===== config.mk =====
export PLATFORM = sky130hd
export DESIGN_NAME = ead_top
export DESIGN_NICKNAME = d
export VERILOG_FILES = /design/src/pkg/ead_pkg.sv /design/src/pkg/ead_agen_if.sv /design/src/hdl/ead_agen.sv /design/src/hdl/ead_fmt.sv /design/src/hdl/ead_top.sv
export SDC_FILE = /design/constraint.sdc
export NUM_CORES = 2
export LEC_CHECK = 0
export BUFFER_PORTS_ARGS = -buffer_cell sky130_fd_sc_hd__clkbuf_2
export CORE_UTILIZATION = 55
export CTS_BUF_LIST = sky130_fd_sc_hd__clkbuf_2 sky130_fd_sc_hd__clkbuf_4 sky130_fd_sc_hd__clkbuf_8
export CTS_CLUSTER_SIZE = 16
export DETAILED_ROUTE_END_ITERATION = 7
export PLACE_DENSITY = 0.76
export SYNTH_ARGS = -nofsm -noshare
export SYNTH_HDL_FRONTEND = slang
export SYNTH_SLANG_ARGS = --single-unit

===== constraint.sdc =====
create_clock -name CLK_SYS -period 11.9 [get_ports CLK_SYS]
set_clock_uncertainty 0.05 [all_clocks]
set_input_delay 0.595 -clock CLK_SYS [delete_from_list [all_inputs] [get_ports CLK_SYS]]
set_output_delay 0.595 -clock CLK_SYS [all_outputs]
set_load 0.02 [all_outputs]

===== src/pkg/ead_pkg.sv =====
// ead_pkg: addressing modes, operand sizes, format codes and constants
// assumes a 32-bit byte-addressed core datapath
package ead_pkg;
	typedef enum logic [4:0] {
		M_DREG, M_AREG, M_IND, M_POSTINC, M_PREDEC, M_DISP16,
		M_IDX8, M_IDXBD, M_MEM_POST, M_MEM_PRE, M_PC_DISP,
		M_PC_IDX8, M_PC_IDXBD, M_PC_MEM_POST, M_PC_MEM_PRE,
		M_ABS_W, M_ABS_L, M_IMM
	} ead_mode_t;

	typedef enum logic [2:0] {
		SZ_BYTE, SZ_WORD, SZ_LONG, SZ_QUAD, SZ_BLOCK, SZ_SINGLE,
		SZ_DOUBLE, SZ_EXT
	} ead_size_t;

	typedef enum logic [2:0] {
		F_INT2X, F_SGL2X, F_DBL2X, F_X2MEM, F_BCD_PACK, F_BCD_UNPK,
		F_BF_EXT
	} ead_fop_t;

	localparam int          NUM_REGS   = 8;
	localparam int          S_MAN_W    = 23;
	localparam int          D_MAN_W    = 52;
	localparam int          X_W        = 80;
	localparam int          X_MAN_W    = 64;
	localparam int          X_PAD_W    = 16;
	localparam int          X_MEM_W    = 96;
	localparam logic [14:0] X_BIAS     = 15'h3fff;
	localparam logic [14:0] X_EXP_MAX  = 15'h7fff;
	localparam logic [14:0] S_BIAS     = 15'h007f;
	localparam logic [14:0] D_BIAS     = 15'h03ff;
	localparam logic [7:0]  S_EXP_MAX  = 8'hff;
	localparam logic [10:0] D_EXP_MAX  = 11'h7ff;
	localparam logic [31:0] BLOCK_MASK = 32'h0000000f;
	localparam logic [31:0] RST_REG    = 32'h00000000;

	function automatic logic [31:0] sext8(input logic [7:0] v);
		sext8 = {{24{v[7]}}, v};
	endfunction

	function automatic logic [31:0] sext16(input logic [15:0] v);
		sext16 = {{16{v[15]}}, v};
	endfunction

	function automatic logic [31:0] size_bytes(input ead_size_t s);
		case (s)
		SZ_BYTE:   size_bytes = 32'h1;
		SZ_WORD:   size_bytes = 32'h2;
		SZ_QUAD:   size_bytes = 32'h8;
		SZ_BLOCK:  size_bytes = 32'h10;
		SZ_DOUBLE: size_bytes = 32'h8;
		SZ_EXT:    size_bytes = 32'hc;
		default:   size_bytes = 32'h4;
		endcase
	endfunction
endpackage


===== src/pkg/ead_agen_if.sv =====
// ead_agen_if: latched request fields to the address adder and its results
// assumes the requester holds all inputs stable while it samples results
`timescale 1ns/100ps
interface ead_agen_if;
	import ead_pkg::*;
	ead_mode_t   mode;
	ead_size_t   size;
	logic [31:0] base, idx, ext, od, ptr;
	logic        idx_long, ext_long, bd_en, od_long, od_en;
	logic [1:0]  scale;
	logic [31:0] inner, ea, reg_next;

	modport req (output mode, size, base, idx, ext, od, ptr, idx_long,
		ext_long, bd_en, od_long, od_en, scale, input inner, ea, reg_next);
	modport calc (input mode, size, base, idx, ext, od, ptr, idx_long,
		ext_long, bd_en, od_long, od_en, scale, output inner, ea, reg_next);
endinterface


===== src/hdl/ead_agen.sv =====
// ead_agen: combinational effective-address adder for all memory modes
// assumes base already holds the address register or the program counter
`timescale 1ns/100ps
module ead_agen
	import ead_pkg::*;
(
	// latched request in, addresses out
	ead_agen_if.calc ag
);
	logic [31:0] idx_val;
	logic [31:0] scaled;
	logic [31:0] bd;
	logic [31:0] od;
	logic [31:0] sz;

	always_comb begin
		idx_val = ag.idx_long ? ag.idx : sext16(ag.idx[15:0]); // [RULE_12]
		scaled  = idx_val << ag.scale; // [RULE_12]
		bd = 32'h0;
		if (ag.bd_en)
			bd = ag.ext_long ? ag.ext : sext16(ag.ext[15:0]); // [RULE_13]
		od = 32'h0;
		if (ag.od_en)
			od = ag.od_long ? ag.od : sext16(ag.od[15:0]); // [RULE_14]
		sz = size_bytes(ag.size);
		ag.inner    = 32'h0;
		ag.ea       = 32'h0;
		ag.reg_next = ag.base;
		case (ag.mode)
		M_IND:     ag.ea = ag.base;
		M_POSTINC: begin
			ag.ea       = ag.base;
			ag.reg_next = ag.base + sz; // [RULE_17] [RULE_20]
		end
		M_PREDEC: begin
			ag.ea       = ag.base - sz; // [RULE_20]
			ag.reg_next = ag.base - sz; // [RULE_17]
		end
		M_DISP16, M_PC_DISP:
			ag.ea = ag.base + sext16(ag.ext[15:0]); // [RULE_11] [RULE_18]
		M_IDX8, M_PC_IDX8:
			ag.ea = ag.base + sext8(ag.ext[7:0]) + scaled; // [RULE_11] [RULE_18]
		M_IDXBD, M_PC_IDXBD:
			ag.ea = ag.base + bd + scaled; // [RULE_13] [RULE_18]
		M_MEM_PRE, M_PC_MEM_PRE: begin
			ag.inner = ag.base + bd + scaled; // [RULE_19]
			ag.ea    = ag.ptr + od; // [RULE_14] [RULE_15]
		end
		M_MEM_POST, M_PC_MEM_POST: begin
			ag.inner = ag.base + bd; // [RULE_19]
			ag.ea    = ag.ptr + scaled + od; // [RULE_14] [RULE_19]
		end
		M_ABS_W:   ag.ea = sext16(ag.ext[15:0]); // [RULE_21]
		M_ABS_L:   ag.ea = ag.ext; // [RULE_21]
		default:   ag.ea = 32'h0;
		endcase
	end
endmodule


===== src/hdl/ead_fmt.sv =====
// ead_fmt: combinational operand format conversion
// assumes the caller registers the result; denormal reals flush to zero
`timescale 1ns/100ps
module ead_fmt
	import ead_pkg::*;
(
	// operation select
	input  wire ead_fop_t     op,
	input  wire ead_size_t    size,
	input  wire logic [4:0]   bf_off,
	input  wire logic [4:0]   bf_wid,
	input  wire logic         bf_signed,
	// data
	input  wire logic [95:0]  din,
	output logic      [95:0]  dout
);
	function automatic logic [79:0] int_to_ext(input logic [31:0] v);
		logic [31:0] mag;
		logic [5:0]  msb;
		logic [63:0] man;
		mag = v[31] ? 32'(-v) : v; // [RULE_09]
		msb = 6'h0;
		for (int i = 0; i < 32; i++)
			if (mag[i])
				msb = 6'(i);
		man = {mag, 32'h0} << (6'd31 - msb);
		int_to_ext = (mag == 32'h0) ? {v[31], 79'h0} :
			{v[31], X_BIAS + {9'h0, msb}, man};
	endfunction

	function automatic logic [31:0] bf_extract(input logic [63:0] d,
		input logic [4:0] off, input logic [4:0] wid, input logic sgn);
		logic [63:0] sh;
		logic [31:0] mask;
		logic [5:0]  w;
		sh   = d >> off;
		w    = (wid == 5'h0) ? 6'd32 : {1'b0, wid};
		mask = 32'(33'h1ffffffff >> (6'd33 - w));
		bf_extract = sh[31:0] & mask;
		if (sgn && sh[w - 6'd1])
			bf_extract = bf_extract | ~mask;
	endfunction

	logic [31:0] ival;
	logic [7:0]  se;
	logic [10:0] de;

	always_comb begin
		case (size)
		SZ_BYTE: ival = sext8(din[7:0]);
		SZ_WORD: ival = sext16(din[15:0]);
		default: ival = din[31:0];
		endcase
		se   = din[30:23];
		de   = din[62:52];
		dout = 96'h0;
		case (op)
		F_INT2X: dout[79:0] = int_to_ext(ival); // [RULE_10]
		F_SGL2X: begin
			if (se == S_EXP_MAX)
				dout[79:0] = {din[31], X_EXP_MAX, 1'b1, din[22:0], 40'h0};
			else if (se != 8'h0)
				dout[79:0] = {din[31], X_BIAS - S_BIAS + {7'h0, se},
					1'b1, din[S_MAN_W-1:0], 40'h0}; // [RULE_05]
			else
				dout[79] = din[31];
		end
		F_DBL2X: begin
			if (de == D_EXP_MAX)
				dout[79:0] = {din[63], X_EXP_MAX, 1'b1, din[51:0], 11'h0};
			else if (de != 11'h0)
				dout[79:0] = {din[63], X_BIAS - D_BIAS + {4'h0, de},
					1'b1, din[D_MAN_W-1:0], 11'h0}; // [RULE_06]
			else
				dout[79] = din[63];
		end
		// sign and exponent, pad word, then mantissa
		F_X2MEM: dout = {din[X_W-1:X_MAN_W], {X_PAD_W{1'b0}},
			din[X_MAN_W-1:0]}; // [RULE_07] [RULE_08]
		F_BCD_PACK: dout[15:0] = {din[27:24], din[19:16], din[11:8],
			din[3:0]}; // [RULE_02]
		F_BCD_UNPK: dout[31:0] = {4'h0, din[15:12], 4'h0, din[11:8],
			4'h0, din[7:4], 4'h0, din[3:0]}; // [RULE_02]
		F_BF_EXT: dout[31:0] = bf_extract(din[63:0], bf_off, bf_wid,
			bf_signed); // [RULE_01]
		default: dout = 96'h0;
		endcase
	end
endmodule


===== src/hdl/ead_top.sv =====
// ead_top: effective-address generation, register file and format unit
// assumes decoder holds a request until REQ_READY and memory answers a
// pointer fetch with one MEM_RD_VALID pulse
//
// Behaviour
// RULE_01 - bit fields of 1 to 32 consecutive bits can be extracted
// RULE_02 - decimal digits convert between packed and unpacked byte layouts
// RULE_03 - a quad word is read from any two data registers
// RULE_04 - 16-byte block operands sit at addresses aligned to 16 bytes
// RULE_05 - single real: sign, 8-bit exponent, 23-bit mantissa
// RULE_06 - double real: sign, 11-bit exponent, 52-bit mantissa
// RULE_07 - extended real: sign, 15-bit exponent, 64-bit mantissa
// RULE_08 - extended real in memory takes 96 bits with 16 pad bits
// RULE_09 - byte, word and long integers are twos complement
// RULE_10 - integers entering float work become extended reals automatically
// RULE_11 - 8 and 16 bit displacements are sign extended and added
// RULE_12 - index is word or long, from any register, scaled 1/2/4/8
// RULE_13 - optional base displacement is 16 or 32 bits, sign extended
// RULE_14 - optional outer displacement is added after memory indirection
// RULE_15 - bracketed address fetches a long word used as pointer
// RULE_16 - immediates are 8, 16 or 32 bits wide
// RULE_17 - register indirect offers postinc, predec, displacement, index
// RULE_18 - program counter replaces the base register in relative modes
// RULE_19 - preindexed adds index before fetch, postindexed after it
// RULE_20 - postinc adds operand size after, predec subtracts before
// RULE_21 - absolute short is sign extended, absolute long used whole
`timescale 1ns/100ps
module ead_top
	import ead_pkg::*;
(
	// clock and reset
	input  wire logic        CLK_SYS,
	input  wire logic        NRST,
	// address request
	input  wire logic        REQ_VALID,
	input  wire ead_mode_t   REQ_MODE,
	input  wire ead_size_t   REQ_SIZE,
	input  wire logic [2:0]  REQ_REG,
	input  wire logic [3:0]  REQ_IDX_SEL,
	input  wire logic        REQ_IDX_LONG,
	input  wire logic [1:0]  REQ_SCALE,
	input  wire logic [31:0] REQ_EXT,
	input  wire logic        REQ_EXT_LONG,
	input  wire logic        REQ_BD_EN,
	input  wire logic [31:0] REQ_OD,
	input  wire logic        REQ_OD_LONG,
	input  wire logic        REQ_OD_EN,
	input  wire logic [31:0] REQ_PC,
	output logic             REQ_READY,
	// address result
	output logic             EA_VALID,
	output logic [31:0]      EA_ADDR,
	output logic             EA_IS_REG,
	output logic             EA_IS_IMM,
	output logic [31:0]      EA_IMM,
	output logic             EA_ALIGN_ERR,
	// pointer fetch
	output logic             MEM_RD_REQ,
	output logic [31:0]      MEM_RD_ADDR,
	input  wire logic        MEM_RD_VALID,
	input  wire logic [31:0] MEM_RD_DATA,
	// register file
	input  wire logic        RF_WE,
	input  wire logic [3:0]  RF_SEL,
	input  wire logic [31:0] RF_WDATA,
	input  wire logic [2:0]  QUAD_HI_SEL,
	input  wire logic [2:0]  QUAD_LO_SEL,
	output logic [63:0]      QUAD_DATA,
	// format conversion
	input  wire logic        FMT_VALID,
	input  wire ead_fop_t    FMT_OP,
	input  wire ead_size_t   FMT_SIZE,
	input  wire logic [4:0]  FMT_BF_OFF,
	input  wire logic [4:0]  FMT_BF_WID,
	input  wire logic        FMT_BF_SIGNED,
	input  wire logic [95:0] FMT_DIN,
	output logic             FMT_DONE,
	output logic [95:0]      FMT_DOUT
);
	typedef enum logic [1:0] {S_IDLE, S_CALC, S_FETCH, S_FINAL} ead_state_t;

	function automatic logic is_mem(input ead_mode_t m);
		is_mem = (m == M_MEM_PRE) || (m == M_MEM_POST) ||
			(m == M_PC_MEM_PRE) || (m == M_PC_MEM_POST);
	endfunction

	function automatic logic is_pc(input ead_mode_t m);
		is_pc = (m == M_PC_DISP) || (m == M_PC_IDX8) || (m == M_PC_IDXBD) ||
			(m == M_PC_MEM_PRE) || (m == M_PC_MEM_POST);
	endfunction

	function automatic logic [31:0] line_of(input logic [31:0] a,
		input ead_size_t s);
		line_of = (s == SZ_BLOCK) ? a & ~BLOCK_MASK : a;
	endfunction

	function automatic logic [31:0] sized_imm(input logic [31:0] v,
		input ead_size_t s);
		case (s)
		SZ_BYTE: sized_imm = {24'h0, v[7:0]};
		SZ_WORD: sized_imm = {16'h0, v[15:0]};
		default: sized_imm = v;
		endcase
	endfunction

	ead_state_t  state;
	ead_state_t  next_state;
	ead_mode_t   r_mode;
	ead_size_t   r_size;
	ead_fop_t    r_fop;
	logic [2:0]  r_reg;
	logic [3:0]  r_idx_sel;
	logic [31:0] r_base;
	logic [31:0] r_idx;
	logic [31:0] r_ext;
	logic [31:0] r_od;
	logic [31:0] r_ptr;
	logic        r_idx_long;
	logic        r_ext_long;
	logic        r_bd_en;
	logic        r_od_long;
	logic        r_od_en;
	logic [1:0]  r_scale;
	logic [31:0] dreg [NUM_REGS];
	logic [31:0] areg [NUM_REGS];
	logic        accept;
	logic        ea_fire;
	logic        in_mem;
	logic [31:0] ea_value;
	logic [95:0] fmt_res;

	ead_agen_if ag();

	assign ag.mode     = r_mode;
	assign ag.size     = r_size;
	assign ag.base     = r_base;
	assign ag.idx      = r_idx;
	assign ag.ext      = r_ext;
	assign ag.od       = r_od;
	assign ag.ptr      = r_ptr;
	assign ag.idx_long = r_idx_long;
	assign ag.ext_long = r_ext_long;
	assign ag.bd_en    = r_bd_en;
	assign ag.od_long  = r_od_long;
	assign ag.od_en    = r_od_en;
	assign ag.scale    = r_scale;

	ead_agen u_agen (
		.ag (ag.calc)
	);

	ead_fmt u_fmt (
		.op        (FMT_OP),
		.size      (FMT_SIZE),
		.bf_off    (FMT_BF_OFF),
		.bf_wid    (FMT_BF_WID),
		.bf_signed (FMT_BF_SIGNED),
		.din       (FMT_DIN),
		.dout      (fmt_res)
	);

	assign accept  = REQ_VALID && REQ_READY && (state == S_IDLE);
	assign ea_fire = ((state == S_CALC) && !is_mem(r_mode)) ||
		(state == S_FINAL);
	assign in_mem  = (r_mode != M_DREG) && (r_mode != M_AREG) &&
		(r_mode != M_IMM);

	// block operands are forced onto their 16-byte line
	always_comb begin
		if (!in_mem)
			ea_value = {28'h0, r_mode == M_AREG, r_reg};
		else
			ea_value = line_of(ag.ea, r_size); // [RULE_04]
	end

	always_comb begin
		next_state = state;
		case (state)
		S_IDLE:  if (accept) next_state = S_CALC;
		S_CALC:  next_state = is_mem(r_mode) ? S_FETCH : S_IDLE;
		S_FETCH: if (MEM_RD_VALID) next_state = S_FINAL; // [RULE_15]
		S_FINAL: next_state = S_IDLE;
		default: next_state = S_IDLE;
		endcase
	end

	always_ff @(posedge CLK_SYS) begin
		if (!NRST) begin
			state     <= S_IDLE;
			REQ_READY <= 1'b1;
		end else begin
			state     <= next_state;
			REQ_READY <= (next_state == S_IDLE);
		end
	end

	// operands are captured at acceptance so later register writes
	// cannot disturb an address already in flight
	always_ff @(posedge CLK_SYS) begin
		if (!NRST) begin
			r_mode     <= M_DREG;
			r_size     <= SZ_LONG;
			r_reg      <= 3'h0;
			r_idx_sel  <= 4'h0;
			r_base     <= RST_REG;
			r_idx      <= RST_REG;
			r_ext      <= RST_REG;
			r_od       <= RST_REG;
			r_idx_long <= 1'b0;
			r_ext_long <= 1'b0;
			r_bd_en    <= 1'b0;
			r_od_long  <= 1'b0;
			r_od_en    <= 1'b0;
			r_scale    <= 2'h0;
		end else if (accept) begin
			r_mode     <= REQ_MODE;
			r_size     <= REQ_SIZE;
			r_reg      <= REQ_REG;
			r_idx_sel  <= REQ_IDX_SEL;
			r_base     <= is_pc(REQ_MODE) ? REQ_PC : areg[REQ_REG]; // [RULE_18]
			r_idx      <= REQ_IDX_SEL[3] ? areg[REQ_IDX_SEL[2:0]] :
				dreg[REQ_IDX_SEL[2:0]]; // [RULE_12]
			r_ext      <= REQ_EXT;
			r_od       <= REQ_OD;
			r_idx_long <= REQ_IDX_LONG;
			r_ext_long <= REQ_EXT_LONG;
			r_bd_en    <= REQ_BD_EN;
			r_od_long  <= REQ_OD_LONG;
			r_od_en    <= REQ_OD_EN;
			r_scale    <= REQ_SCALE;
		end
	end

	always_ff @(posedge CLK_SYS) begin
		if (!NRST) begin
			r_ptr <= RST_REG;
		end else if ((state == S_FETCH) && MEM_RD_VALID) begin
			r_ptr <= MEM_RD_DATA; // [RULE_15]
		end
	end

	always_ff @(posedge CLK_SYS) begin
		if (!NRST) begin
			MEM_RD_REQ  <= 1'b0;
			MEM_RD_ADDR <= RST_REG;
		end else begin
			MEM_RD_REQ <= (state == S_CALC) && is_mem(r_mode);
			if ((state == S_CALC) && is_mem(r_mode))
				MEM_RD_ADDR <= ag.inner; // [RULE_15] [RULE_19]
		end
	end

	always_ff @(posedge CLK_SYS) begin
		if (!NRST) begin
			EA_VALID     <= 1'b0;
			EA_ADDR      <= RST_REG;
			EA_IS_REG    <= 1'b0;
			EA_IS_IMM    <= 1'b0;
			EA_IMM       <= RST_REG;
			EA_ALIGN_ERR <= 1'b0;
		end else begin
			EA_VALID <= ea_fire;
			if (ea_fire) begin
				EA_ADDR      <= ea_value;
				EA_IS_REG    <= (r_mode == M_DREG) || (r_mode == M_AREG);
				EA_IS_IMM    <= (r_mode == M_IMM);
				EA_IMM       <= (r_mode == M_IMM) ?
					sized_imm(r_ext, r_size) : 32'h0; // [RULE_16]
				EA_ALIGN_ERR <= in_mem && (r_size == SZ_BLOCK) &&
					((ag.ea & BLOCK_MASK) != 32'h0); // [RULE_04]
			end
		end
	end

	// the address update wins over a same-cycle external write
	always_ff @(posedge CLK_SYS) begin
		if (!NRST) begin
			for (int i = 0; i < NUM_REGS; i++) begin
				dreg[i] <= RST_REG;
				areg[i] <= RST_REG;
			end
		end else begin
			if (RF_WE && RF_SEL[3])
				areg[RF_SEL[2:0]] <= RF_WDATA;
			if (RF_WE && !RF_SEL[3])
				dreg[RF_SEL[2:0]] <= RF_WDATA;
			if ((state == S_CALC) &&
				((r_mode == M_POSTINC) || (r_mode == M_PREDEC)))
				areg[r_reg] <= ag.reg_next; // [RULE_17] [RULE_20]
		end
	end

	always_ff @(posedge CLK_SYS) begin
		if (!NRST) begin
			QUAD_DATA <= 64'h0;
		end else begin
			QUAD_DATA <= {dreg[QUAD_HI_SEL], dreg[QUAD_LO_SEL]}; // [RULE_03]
		end
	end

	always_ff @(posedge CLK_SYS) begin
		if (!NRST) begin
			FMT_DONE <= 1'b0;
			FMT_DOUT <= 96'h0;
			r_fop    <= F_INT2X;
		end else begin
			FMT_DONE <= FMT_VALID;
			if (FMT_VALID) begin
				FMT_DOUT <= fmt_res; // [RULE_10]
				r_fop    <= FMT_OP;
			end
		end
	end
endmodule


==> results.txt <==
- Headroom to the max-slew limit came out at -1.68%.
- Int Pwr: 6530 uW
- Share of final-layout standard cells stronger than drive strength 1: 20.3%
* Most used DFF post-synth: sky130_fd_sc_hd__edfxtp_1
* Sinks on the clock net: 955
- Max-cap violations: 1
- Category of the critical setup timing path: flip-flop to flip-flop
- The via count of the first global-routing pass is 60500.
- Setup repair after global routing left no endpoint under its margin.
- NumNets Final: 8203
- CTS Buf Count: 162
- For this block, the routed nets add up to 263000 um of wire.
- Adding up every negative setup slack in the final design gives 0 ns.
* Via count: 63200
* Maximum operating frequency: 143 MHz
- Crit Path Max Fanout: 33
- Total of endpoints with negative setup slack in the final report: 0
- After detailed routing, the average wire length per cell comes to 28.0 um.
- Sequential cells account for 38.4% of the total power.
- Total leakage power: 0.0312 uW
- Last weighted congestion value of the routability-driven placer: 1.03
* Worst hold path class: primary input to flip-flop
- For this run, the number of Yosys warnings is 0.
- Buffer depth of the longest clock path: 3
* Status: finished with violations
* Share of async-settable or async-resettable flops after synthesis: 0%
* Top-level I/O count: 574
* DRC Markers: 97
- Worst Slack Setup Final: 4.91 ns
* Standard cell core area: 124000 sq um
* Antenna-violating nets left: 0
* Total power: 10100 uW
- Setup crit start kind: flip-flop
- Required time of the critical path: 12.67 ns
- CTS H-tree depth: 4
- The floorplan step set the die width to 356 um.
- Actual slew at the worst max-slew pin: 1.53 ns
- During placement, the flow inserted port buffers numbering 557.
* Final hold vios: 0
- Root buf cell: sky130_fd_sc_hd__clkbuf_8
- First-pass GRT wire length: 385000 um
- Capturing element type of the critical path: flip-flop
* R2R depth: 27
- Initial antenna violation count: 18
- After the first detailed-routing iteration, the DRC count stood at 9864.
* Proportion of total power due to net switching: 35.3%
- After layout, the worst path uses 58.7% of the clock period.
* Post-Place Setup Slack: 5.13 ns
- Worst hold stages: 3
- Total overflow reported by the global router: 0
- Site Rows: 129
- Violations in the final reports: DRC, capacitance limit, slew limit
* Total GRT Usage: 40.7%
- Once placement finished, the instance area stood at 72700 sq um.
- TritonCTS clock tree: done
* Via count normalized by instance count: 6.73
- The max-slew violation total from the final report is 25.
- Clock-pin slew on the worst setup and hold paths: 0.07 ns
* Data arrival time of the worst path: 7.76 ns
- At the later pin of the worst-skew pair, clock insertion delay measures 0.97 ns.
* DPL Wire Length: 186000 um
- Distinct cell type count of the synthesized netlist: 102
* Final instance area: 77700 sq um
- Post-Synthesis Mean Instance Area: 9.57 sq um
- In this run, synthesis produced a sequential element count of 955.
- The die covers 127000 sq um.
- Initial DRT Pass Iterations: 8
- In the synthesized netlist, the number of instances is 7197.
- Power density of the placed cells: 130 nW/um^2
- Entering global routing, the biggest net connects 90 pins.
- The worst path needs 6.99 ns of the cycle, external delays included.
- Regs by FF count: areg x256, dreg x256, FMT_DOUT x96
- Net switching power: 3560 uW
- Combinational group share of total power: 28.7%
- Initial Utilization: 55.6%
* Area of the mapped netlist: 68900 sq um
- The floorplan step set the die height to 356 um.
- IR analysis of the VDD net gives a maximum drop of 127 uV.
* Layout overhead on the synthesized area: 12.9%
* Proportion of synthesized chip area in sequential cells: 35.2%
* Clock Power Share: 32.9%
- Yosys mapped a number of flops with a built-in enable equal to 512.
- Counting every net in the synthesized netlist gives 7782.
- Gates resized, CTS repair: 0
==> critical path, stage by stage, from the launching register on <==
cell and delay (ns):
sky130_fd_sc_hd__dfxtp_1 0.30, sky130_fd_sc_hd__buf_4 0.23, sky130_fd_sc_hd__and2_1 0.19, sky130_fd_sc_hd__ha_1 0.21, sky130_fd_sc_hd__fa_1 0.43, sky130_fd_sc_hd__a21o_1 0.21, sky130_fd_sc_hd__a21oi_1 0.23, sky130_fd_sc_hd__nor2b_1 0.08
sky130_fd_sc_hd__o21a_1 0.21, sky130_fd_sc_hd__o311a_1 0.35, sky130_fd_sc_hd__nor3_1 0.35, sky130_fd_sc_hd__nor2b_1 0.11, sky130_fd_sc_hd__nand2b_1 0.16, sky130_fd_sc_hd__a31oi_1 0.20, sky130_fd_sc_hd__xnor2_1 0.20, sky130_fd_sc_hd__ha_1 0.35
sky130_fd_sc_hd__and3_1 0.21, sky130_fd_sc_hd__a21boi_0 0.15, sky130_fd_sc_hd__a31oi_1 0.19, sky130_fd_sc_hd__o311ai_0 0.28, sky130_fd_sc_hd__nand3_1 0.16, sky130_fd_sc_hd__nand2_1 0.11, sky130_fd_sc_hd__o41ai_1 0.76, sky130_fd_sc_hd__o2111ai_1 0.32
sky130_fd_sc_hd__a21oi_1 0.24, sky130_fd_sc_hd__xnor2_1 0.08, sky130_fd_sc_hd__a221oi_1 0.41, sky130_fd_sc_hd__nor2_1 0.09
==> cells by family (layout without fill, tap and decap cells) <==
group                      after synthesis  count (layout)  share of synthesized area [%]
xor gates and xnor gates               206             206                           2.62
muxes                                  782             782                           19.3
DFF                                    955             955                           35.2
adders and majority gates              274             274                           5.74
AOI/OAI and AO/OA                     1818            1818                           16.7
and+or+nand+nor                       2265            2265                           15.4
buffers and inverters                  897            1452                           5.03
other                                    0               9                              0
==> Yosys cell counts (151+ instances only) <==
library cell	instances	area, sq um
sky130_fd_sc_hd__o21ai_0	562	2810
sky130_fd_sc_hd__inv_1	322	1210
sky130_fd_sc_hd__nand3_1	199	996
sky130_fd_sc_hd__clkbuf_1	438	1640
sky130_fd_sc_hd__xnor2_1	151	1320
sky130_fd_sc_hd__nor2_1	424	1590
sky130_fd_sc_hd__and2_1	304	1900
sky130_fd_sc_hd__nand2_1	898	3370
sky130_fd_sc_hd__a21oi_1	491	2460
sky130_fd_sc_hd__mux2i_1	278	2780
sky130_fd_sc_hd__edfxtp_1	512	15400
sky130_fd_sc_hd__mux4_2	431	9710
sky130_fd_sc_hd__ha_1	204	2550
sky130_fd_sc_hd__dfxtp_1	443	8870
==> layer usage <==
| metal | GRT usage (%) | wire (um) | part of all wire [%] | vias up |
|---|---|---|---|---|
| met4 | 20.3 | 14400 | 5.5 | 16 |
| met1 | 52.9 | 95700 | 36 | 30300 |
| met3 | 12.3 | 36500 | 14 | 897 |
| met2 | 61.6 | 117000 | 44 | 4543 |
| met5 | 0 | 110 | 0.042 | - |
| li1 | - | - | - | 27500 |
==> cell type report <==
type                       instances  area, sq um
antenna                            9         22.5
clock buffer                     236         2880
clock inverter                    62          678
fill                           10200        46200
inverter                         330         1250
multi-input combinational       5345        41500
sequential                       955        24200
tap                             1637         2050
timing repair buffer             824         5170
==> power by group through the flow <==
stage | sequential, uW | clock (uW) | combinational (uW)
2_1_floorplan | 3880 | 0 | 1870
3_3_place_gp | 3910 | 0 | 2720
3_5_place_dp | 3930 | 0 | 2750
5_1_grt | 3890 | 3470 | 3070
4_1_cts | 3860 | 3330 | 2810
6_report | 3870 | 3320 | 2900
==> path summary, 6_finish.rpt <==
| kind | to | from | slack, ns |
|---|---|---|---|
| max | MEM_RD_ADDR[30] | ag.bd_en | 4.91 |
| min | ag.base[10] | REQ_PC[10] | 0.06 |
| max reg2reg | MEM_RD_ADDR[30] | ag.bd_en | 4.91 |
| min reg2reg | EA_ADDR[16] | EA_ADDR[16] | 0.39 |
==> per-stage QoR <==
stage	instances	hold WS [ns]	util [%]
finish	9398	0.0619	62.7
global route	9396	0.0545	62.7
CTS	9389	0.00311	62.7
detailed placement	8948	0.383	58.7
global placement	8948	0.388	58.7
floorplan	7197	0.382	-
==> layout by cell type, fill, tap and decap left out, drive strengths merged, types with 204 or more instances in the layout <==
cell / count
a21oi: 493
nand2: 899
ha: 204
mux2i: 278
mux4: 431
and2: 305
edfxtp: 512
nor2: 427
inv: 337
dfxtp: 443
o21ai: 575
clkbuf: 787
==> what timing repair did <==
action                                  4_1_cts  5_1_grt
hold buffers                                143        0
endpoints found under the setup margin        0        0
endpoints found under the hold margin       143        0
buffers inserted                              0        0
No activity file was read; power rests on OpenSTA's default activity.
